<file path="src/shared/exc_vec_pkg.sv">
// Constants for the exception vector address generator.
`default_nettype none
package exc_vec_pkg;
  localparam int          ADDR_W          = 32;        // Fetch address width.
  localparam int          CODE_W          = 5;         // Exception index width.
  localparam int          PIN_N           = 8;         // Fixed-priority request pins.
  localparam int          LVL_W           = 3;         // Width of an assigned level.
  localparam int          RANK_W          = 4;         // Width of a priority rank.
  localparam logic [31:0] BASE_LOW        = 32'h0000_0000; // Base with high select clear.
  localparam logic [31:0] BASE_HIGH       = 32'hfff0_0000; // Base with high select set.
  localparam logic [31:0] RELOC_ONE_BIT   = 32'h0000_8000; // Extra base, one-bit select.
  localparam logic [31:0] RELOC_CODE_00   = 32'h0000_0000; // Two-bit field code 00.
  localparam logic [31:0] RELOC_CODE_01   = 32'h0001_0000; // Two-bit field code 01.
  localparam logic [31:0] RELOC_CODE_10   = 32'h0008_0000; // Two-bit field code 10.
  localparam logic [31:0] RELOC_CODE_11   = 32'h003f_e000; // Two-bit field code 11.
  localparam int          NORM_SHIFT      = 8;         // Normal spacing 0x100 bytes.
  localparam int          RELOC_SHIFT     = 3;         // Relocated spacing 8 bytes.
  localparam logic [4:0]  CODE_RESET      = 5'h01;     // Reset or non-maskable, 0x100.
  localparam logic [4:0]  CODE_MCHECK     = 5'h02;     // Machine check, 0x200.
  localparam logic [4:0]  CODE_RSVD_3     = 5'h03;     // Reserved, 0x300.
  localparam logic [4:0]  CODE_RSVD_4     = 5'h04;     // Reserved, 0x400.
  localparam logic [4:0]  CODE_EXT_INT    = 5'h05;     // Shared external interrupt, 0x500.
endpackage
`default_nettype wire

</file>
<file path="src/hw/exception_vector_address_gen.sv">
// Exception vector address generator with interrupt source arbitration.
`timescale 1ns/1ps
`default_nettype none
module exception_vector_address_gen
  import exc_vec_pkg::*;
#(
  parameter int          SRC_N     = 8,      // Number of level-assigned internal sources.
  parameter bit          TWO_BIT   = 1'b0,   // Selects the two-bit relocate field variant.
  parameter int          ISB_SHIFT = 22      // Weight of one internal space base step.
) (
  input  wire logic                    core_clk,                 // Core clock.
  input  wire logic                    rst_b,                    // Async reset, active low.
  input  wire logic                    exc_req,                  // Core exception request.
  input  wire logic [CODE_W-1:0]       exc_code,                 // Exception index.
  input  wire logic [ADDR_W-1:0]       machine_state_reg,        // Live machine state.
  input  wire logic                    vector_high_select,       // Base select bit.
  input  wire logic                    ext_int_enable,           // Core accepts interrupts.
  input  wire logic                    table_relocate_enable,    // Relocation enable.
  input  wire logic                    relocate_offset_select,   // One-bit extra base.
  input  wire logic                    relocate_offset_select_hi,// Two-bit field, upper.
  input  wire logic                    relocate_offset_select_lo,// Two-bit field, lower.
  input  wire logic [2:0]              internal_space_base,      // Internal space base.
  input  wire logic [PIN_N-1:0]        irq_pin_req,              // Request pins.
  input  wire logic [SRC_N-1:0]        src_req,                  // Internal requests.
  input  wire logic [SRC_N*LVL_W-1:0]  src_level,                // Assigned levels.
  output logic                         fetch_redirect_r,         // Redirect, high the cycle after each take.
  output logic [ADDR_W-1:0]            vector_addr_r,            // Vector to fetch from.
  output logic [CODE_W-1:0]            taken_code_r,             // Exception taken.
  output logic                         vector_reserved_r,        // Taken code is reserved.
  output logic [ADDR_W-1:0]            saved_state_r,            // State saved at entry.
  output logic                         int_pending_r,            // An interrupt is requested.
  output logic [RANK_W-1:0]            int_rank_r                // Winning priority rank.
);

  logic                 reloc_on;      // Relocation really in force.
  logic [ADDR_W-1:0]    isb_off;       // Internal space base offset.
  logic [ADDR_W-1:0]    extra_base;    // Extra relocated base.
  logic [ADDR_W-1:0]    base_sel;      // Selected exception base.
  logic [ADDR_W-1:0]    offset_sel;    // Selected vector offset.
  logic                 take;          // An exception is taken this cycle.
  logic [CODE_W-1:0]    code_sel;      // Code of the exception taken.
  logic                 int_any;       // Some request is active.
  logic [RANK_W-1:0]    rank_best;     // Best rank among requests.

  // Relocation needs the high select bit; otherwise enable is ignored.
  assign reloc_on = vector_high_select & table_relocate_enable;
  assign isb_off  = ADDR_W'(internal_space_base) << ISB_SHIFT;

  // Extra base from either the one-bit select or the two-bit field.
  always_comb begin
    extra_base = RELOC_CODE_00;
    if (TWO_BIT) begin
      // Four fixed table locations.
      unique case ({relocate_offset_select_hi, relocate_offset_select_lo})
        2'b00: extra_base = RELOC_CODE_00;
        2'b01: extra_base = RELOC_CODE_01;
        2'b10: extra_base = RELOC_CODE_10;
        2'b11: extra_base = RELOC_CODE_11;
      endcase
    end else if (relocate_offset_select) begin
      // Single bit adds the fixed extra base.
      extra_base = RELOC_ONE_BIT;
    end
  end

  // Base selection and offset spacing.
  always_comb begin
    if (reloc_on) begin
      // Relocated table moves with internal space.
      base_sel   = extra_base + isb_off;
      offset_sel = ADDR_W'(code_sel) << RELOC_SHIFT;
    end else begin
      // Plain base chosen by the high select bit.
      base_sel   = vector_high_select ? BASE_HIGH : BASE_LOW;
      offset_sel = ADDR_W'(code_sel) << NORM_SHIFT;
    end
  end

  // Fixed rank for pins and levels, pin i at 2i and level j at 2j+1.
  always_comb begin
    int_any   = 1'b0;
    rank_best = '1;
    for (int i = PIN_N - 1; i >= 0; i--) begin
      // Lower pin index wins among pins.
      if (irq_pin_req[i] && RANK_W'(2 * i) <= rank_best) begin
        rank_best = RANK_W'(2 * i);
        int_any   = 1'b1;
      end
    end
    for (int j = 0; j < SRC_N; j++) begin
      // Assigned level sets the rank of an internal source.
      if (src_req[j] && RANK_W'(2 * src_level[j*LVL_W +: LVL_W] + 1) < rank_best) begin
        rank_best = RANK_W'(2 * src_level[j*LVL_W +: LVL_W] + 1);
        int_any   = 1'b1;
      end else if (src_req[j]) begin
        int_any   = 1'b1;
      end
    end
  end

  // A core exception goes first; otherwise an interrupt takes 0x500.
  assign take     = exc_req | (int_any & ext_int_enable);
  assign code_sel = exc_req ? exc_code : CODE_EXT_INT;

  // Redirect pulse, vector and taken code.
  always_ff @(posedge core_clk or negedge rst_b) begin
    if (!rst_b) begin
      fetch_redirect_r  <= 1'b0;
      vector_addr_r     <= BASE_LOW;
      taken_code_r      <= '0;
      vector_reserved_r <= 1'b0;
    end else begin
      fetch_redirect_r <= take;
      if (take) begin
        // Sum of base and offset.
        vector_addr_r     <= base_sel + offset_sel;
        taken_code_r      <= code_sel;
        vector_reserved_r <= (code_sel == CODE_RSVD_3) || (code_sel == CODE_RSVD_4);
      end
    end
  end

  // Machine state captured as the exception is taken.
  always_ff @(posedge core_clk or negedge rst_b) begin
    if (!rst_b) begin
      saved_state_r <= '0;
    end else if (take) begin
      saved_state_r <= machine_state_reg;
    end
  end

  // Interrupt arbitration result.
  always_ff @(posedge core_clk or negedge rst_b) begin
    if (!rst_b) begin
      int_pending_r <= 1'b0;
      int_rank_r    <= '1;
    end else begin
      int_pending_r <= int_any;
      int_rank_r    <= rank_best;
    end
  end
endmodule
`default_nettype wire

</file>
<file path="config.mk">
export PLATFORM = sky130hd
export DESIGN_NAME = exception_vector_address_gen
export DESIGN_NICKNAME = d
export VERILOG_FILES = /design/src/shared/exc_vec_pkg.sv /design/src/hw/exception_vector_address_gen.sv
export SDC_FILE = /design/constraint.sdc
export NUM_CORES = 1
export LEC_CHECK = 0
export ABC_CLOCK_PERIOD_IN_PS = 900
export BUFFER_PORTS_ARGS = -buffer_cell sky130_fd_sc_hd__buf_2
export CORE_ASPECT_RATIO = 1.5
export CORE_UTILIZATION = 43
export CTS_BUF_LIST = sky130_fd_sc_hd__clkbuf_16
export DETAILED_ROUTE_END_ITERATION = 8
export PLACE_DENSITY = 0.77
export SETUP_SLACK_MARGIN = 0.02
export SKIP_CTS_REPAIR_TIMING = 1
export SLEW_MARGIN = 5
export SYNTH_ARGS = -nofsm -noshare
export SYNTH_HDL_FRONTEND = slang
export SYNTH_SLANG_ARGS = --single-unit
</file>
<file path="constraint.sdc">
create_clock -name core_clk -period 0.9 [get_ports core_clk]
set_clock_uncertainty 0.2 [all_clocks]
set_input_delay 0.09 -clock core_clk [delete_from_list [all_inputs] [get_ports core_clk]]
set_output_delay 0.09 -clock core_clk [all_outputs]
set_load 0.02 [all_outputs]
</file>
-- Word-level counts from Yosys, hierarchy flattened
Cells that the tools add are included.
- add/sub/neg operators: 10
- magnitude comparators: 15
- eq/ne operators: 2
- multiplexer cells: 45
- bitwise gates (word level): 3
- reductions and logical operators: 16
- operator list (kind ; count):
    $mux 32 ; 2
    $mux 4 ; 13
    $add 32x13->32 ; 1
    $add 4x1->4 const B ; 8
    $lt 4x4->1 ; 8
    $add 16x25->26 ; 1
    $mux 1 ; 25
    $mux 16 ; 1
    $logic_and 1x1->1 ; 15
    $mux 13 ; 1
    $le 4x4->1 const A ; 3
    $le 3x4->1 const A ; 2
    $eq 5x2->1 const B ; 1
    $eq 5x3->1 const B ; 1
    $mux 5 ; 1
    $le 1x4->1 const A ; 1
    $le 2x4->1 const A ; 1
    $mux 3 ; 1
    $and 1x1->1 ; 2
    $mux 2 ; 1
    $logic_or 1x1->1 ; 1
    $or 1x1->1 ; 1
- register bits: 76
- input port bits: 89
- output and inout bits: 76
- logic and storage cells: 98

-- Depth between registers and ports, before layout
- depth in word-level cells: 48
- mapped depth: 33
- depth with buffers taken out: 32

-- Worst setup path before layout
Ideal clock, no wire load.
- path kind: input-to-reg
- start: input port irq_pin_req[0]
- end: register int_rank_r[2]
- setup time: 0.075 ns
- arrival: 5.829 ns
- data required time: 0.625 ns
- path slack: -5.204 ns
- stages: 28
- path buffers: 1
- path through: nor4_1 > inv_1 > ha_1 > nor3b_2 > nand2_1 > o31ai_2 > mux2i_1 > ha_1 > o21ai_0 > nand3b_1 > a21boi_1 > or2_1 > buf_6 > a21o_2 > a311o_1 > o32ai_2 > o22ai_2 > a31o_1 > o21a_4 > nor4b_4 > nor4_1 > o21ai_2 > mux2i_1 > ha_1 > or2_2 > a21oi_1 > o21bai_2 > mux2i_1
- longest elaborated chain between the ends: 26
- ends and longest elaborated chain (what ; line ; source):
    from (decl) ; exception_vector_address_gen.sv:23 ; input wire logic [PIN_N-1:0] irq_pin_req,
    $logic_and 1x1->1 (*) ; exception_vector_address_gen.sv:85 ; if (irq_pin_req[i] && RANK_W'(2 * i) <= rank_best) begin
    $mux 4 (*) ; exception_vector_address_gen.sv:85 ;
    $lt 4x4->1 ; exception_vector_address_gen.sv:92 ; if (src_req[j] && RANK_W'(2 * src_level[j*LVL_W +: LVL_W] + 1) < rank_best) begin
    $logic_and 1x1->1 ; exception_vector_address_gen.sv:92 ;
    $mux 4 (*) ; exception_vector_address_gen.sv:92 ;
    $lt 4x4->1 ; exception_vector_address_gen.sv:92 ;
    $logic_and 1x1->1 ; exception_vector_address_gen.sv:92 ;
    $mux 4 (*) ; exception_vector_address_gen.sv:92 ;
    [... 11 more ...] ; - ;
    $mux 4 (*) ; exception_vector_address_gen.sv:92 ;
    $lt 4x4->1 ; exception_vector_address_gen.sv:92 ;
    $logic_and 1x1->1 ; exception_vector_address_gen.sv:92 ;
    $mux 4 (*) ; exception_vector_address_gen.sv:92 ;
    $lt 4x4->1 ; exception_vector_address_gen.sv:92 ;
    $logic_and 1x1->1 ; exception_vector_address_gen.sv:92 ;
    $mux 4 (*) ; exception_vector_address_gen.sv:92 ;
    named net rank_best[2] ; exception_vector_address_gen.sv:43 ; logic [RANK_W-1:0] rank_best;
    to (signal assigned) ; exception_vector_address_gen.sv:139 ; int_rank_r <= rank_best;
    to (decl) ; exception_vector_address_gen.sv:32 ; output logic [RANK_W-1:0] int_rank_r
The timed path passes the listed nets; every way through them passes the cells marked *.
A chain may end at the register's enable or synchronous reset.

-- Final worst setup path
- start: input port irq_pin_req[4]
- end: register int_rank_r[3]
- longest elaborated chain between the ends: 38
- ends and longest elaborated chain (what ; line):
    $logic_and 1x1->1 (*) ; exception_vector_address_gen.sv:85
    $mux 4 (*) ; exception_vector_address_gen.sv:85
    $le 3x4->1 ; exception_vector_address_gen.sv:85
    $logic_and 1x1->1 ; exception_vector_address_gen.sv:85
    $mux 4 (*) ; exception_vector_address_gen.sv:85
    $le 3x4->1 ; exception_vector_address_gen.sv:85
    $logic_and 1x1->1 ; exception_vector_address_gen.sv:85
    $mux 4 (*) ; exception_vector_address_gen.sv:85
    [... 23 more ...] ; -
    $mux 4 (*) ; exception_vector_address_gen.sv:92
    $lt 4x4->1 ; exception_vector_address_gen.sv:92
    $logic_and 1x1->1 ; exception_vector_address_gen.sv:92
    $mux 4 (*) ; exception_vector_address_gen.sv:92
    $lt 4x4->1 ; exception_vector_address_gen.sv:92
    $logic_and 1x1->1 ; exception_vector_address_gen.sv:92
    $mux 4 (*) ; exception_vector_address_gen.sv:92
    named net rank_best[3] ; exception_vector_address_gen.sv:43
Marks and branches as above.

==> reports/results.ini <==
[logic_synthesis]
yosys-top-cells-area=dfrtp_1 38%, mux2_2 10%, nand2_1 4.0%
synth_cells=355
synth_largest_area_cell=dfrtp_1
avgSynthCellArea_sq_um=10.2
synth-seq-area-share_pct=41.1
synth-edff-count=0
async_flop_share_pct=100
synthTopCellsByCount=55 x dfrtp_1, 38 x nand2_1, 32 x mux2_2
yosysMostFrequentCell=dfrtp_1
yosys_warnings=0
ys_seq_elements=59
synth_ff_type=dfrtp_1
synth.distinct_cells=76
synth_top_area_share_pct=38.2
synth_area_sq_um=3600

[setup_path]
cp-endpoint=int_rank_r[3]
cp-start-kind=input port
reg2reg_setup_slack_ns=-0.12
slowest_stage=nor4b_4
crit_path_max_fanout=7
crit_type=in2reg
critPathCaptureType=flop
timing.rr.end=saved_state_r[27]
max_stage_delay_ns=0.35
r2r_start=saved_state_r[27]
r2r_cells=1
required_ns=0.95
worstSetupStartpoint=irq_pin_req[4]
arrival_ns=6.03

[clock_network]
cts_buffers=9
clock_sinks=59
clkSlewWorstSetupHoldPaths_ns=0.05
insertion_delay_ns=0.32
htreeDepth=3
cts.path.max_buffers=2
cts_root_buf=clkbuf_16
cts_tree=built

[run]
max-cap-violations=0

[final_layout]
fin_util_pct=75.1
syn_to_final_growth_pct=67.8
fill_cells=514
n_antenna_cell=0
final_cells=719
design_area_sq_um=6050
finalNetCount=707
drive_above_1_share_pct=60.1

[die]
die_h_um=114
core_area_sq_um=8060
pin_count=165
initial_utilization_pct=44.7
die_w_um=76.8
dieArea_sq_um=8760
rows=40

[sta]
fmax_ghz=0.167
fin_crit_sh_pct=665
layout_setup_ws_ns=-5.08
maxSlewHeadroom_pct=63.9
finalSetupViolCount=170
final-hold-violation-count=49
holdWs_ns=-0.215
tightest_slew_ns=0.537
period_needed_ns=5.98
slew_viol_final=0
fin_tns_setup_ns=-94.28
rsz0062_at_grt=true

[global_routing]
grt_pass1_wl_um=16600
grt_pass1_vias=3706
grt-ovfl-total=0
grt_start_max_net_pins=42
grt_util_all_layers_pct=24.0
grt_antenna_before_repair=0

[run_status]
violations=hold timing, setup timing
outcome=complete, but fails checks

[route]
topRoutingLayerUsed=met4
drc=0
routed_wl_um=12800
dr.pass1.iters=4
vias_per_cell=5.45
vias=3921
dr_wl_met3_um=738
postRouteAntennaNets=0
routed-wl-met2_um=6800
drt-met1-wl_um=4810
wl_per_cell_um=17.8
drt_iter0_drc=187

[placement]
dp_slack_ns=-5.31
place_congestion=0.885
placed_cells=682
placed_area_sq_um=5180
io_buffers=153
dp_hpwl_um=8320

[power_and_ir_drop]
cellLeakagePower_nw=2.95
ir_worst_vdd_uv=1180
power.density_nw_per_um2=1570

[worst_hold_path]
hold_class=in2reg

==> sequential cells by signal, summed over array words and instances, names as in the netlist <==
signal	flops
fetch_redirect_r	1
int_pending_r	1
int_rank_r	4
saved_state_r	32
taken_code_r	5
vector_addr_r	15
vector_reserved_r	1
==> worst min path at each step <==
| stage | start | to | slack (ns) | cells after the start |
|---|---|---|---|---|
| CTS | rst_b | vector_addr_r[15] | -0.59 | 1 |
| detailed placement | rst_b | vector_addr_r[15] | -0.26 | 1 |
| finish | src_level[22] | int_rank_r[2] | -0.22 | 3 |
| global placement | rst_b | vector_addr_r[15] | -0.26 | 1 |
| global route | machine_state_reg[31] | saved_state_r[31] | -0.20 | 2 |
| floorplan | rst_b | fetch_redirect_r | -0.41 | 0 |
==> kinds of logic (layout without fill, tap and decap cells) <==
logic type,Yosys count,in the layout,share of synthesized area [%]
simple gates,106,106,16.1
fa+ha+maj,8,8,2.78
flops,59,59,41.1
mux,38,38,11.8
other cells,1,9,0.104
buf+inv,46,297,6.77
compound gates,97,97,21.4
==> stage by stage <==
stage	power, mW	hold WS (ns)
after floorplan	4.82	-0.406
after global placement	5.96	-0.258
after detailed placement	6.06	-0.257
after CTS	8.91	-0.592
after global routing	9.91	-0.200
final	9.51	-0.215
==> worst max-delay path: cells and delay by family <==
kind | cells | cell delay, ns
AND/OR/NAND/NOR | 9 | 1.68
adder cells (fa/ha/maj) | 3 | 0.88
AO/OA/AOI/OAI | 13 | 2.29
buffers and inverters | 3 | 0.34
multiplexers | 3 | 0.74
==> final cells by class <==
type / count / area, sq um / area share (%)
Clock buffer: 9 / 225 / 3.72
Sequential cell: 59 / 1480 / 24.5
Multi-Input combinational cell: 258 / 2230 / 36.9
Clock inverter: 6 / 25.0 / 0.414
Inverter: 19 / 71.3 / 1.18
Tap cell: 105 / 131 / 2.17
Timing Repair Buffer: 263 / 1880 / 31.1
==> cells in the final DEF (no fill, tap or decap), types with 4 or more instances in the layout <==
master	Yosys	layout
ha_1	8	5
nor3_1	10	7
buf_2	0	137
mux2i_1	5	4
clkbuf_16	0	13
buf_12	0	6
nor3_2	2	4
o31ai_1	6	6
nor2b_1	5	5
dfstp_2	4	4
nand2_1	38	37
conb_1	1	9
a32o_1	7	7
buf_4	17	93
nand2b_1	5	5
o21ai_1	5	7
mux2_2	32	7
buf_6	1	18
a21oi_1	15	12
dfrtp_1	55	54
mux2_4	1	26
o21ai_0	18	13
nor2_1	19	17
inv_1	19	18
o21ai_2	1	4
==> per-layer routing <==
metal / track usage (%) / up-vias
met1: 25.8 / 1885
met2: 44.3 / 205
met4: 12.4 / 0
met5: 0 / -
li1: - / 1799
met3: 4.38 / 32
==> power by group <==
part | switching (mW) | internal (mW)
Sequential | 0.157 | 2.94
Combinational | 1.77 | 1.77
Clock | 1.10 | 1.79
Total | 3.02 | 6.49
(Power assumes the default switching activity.)
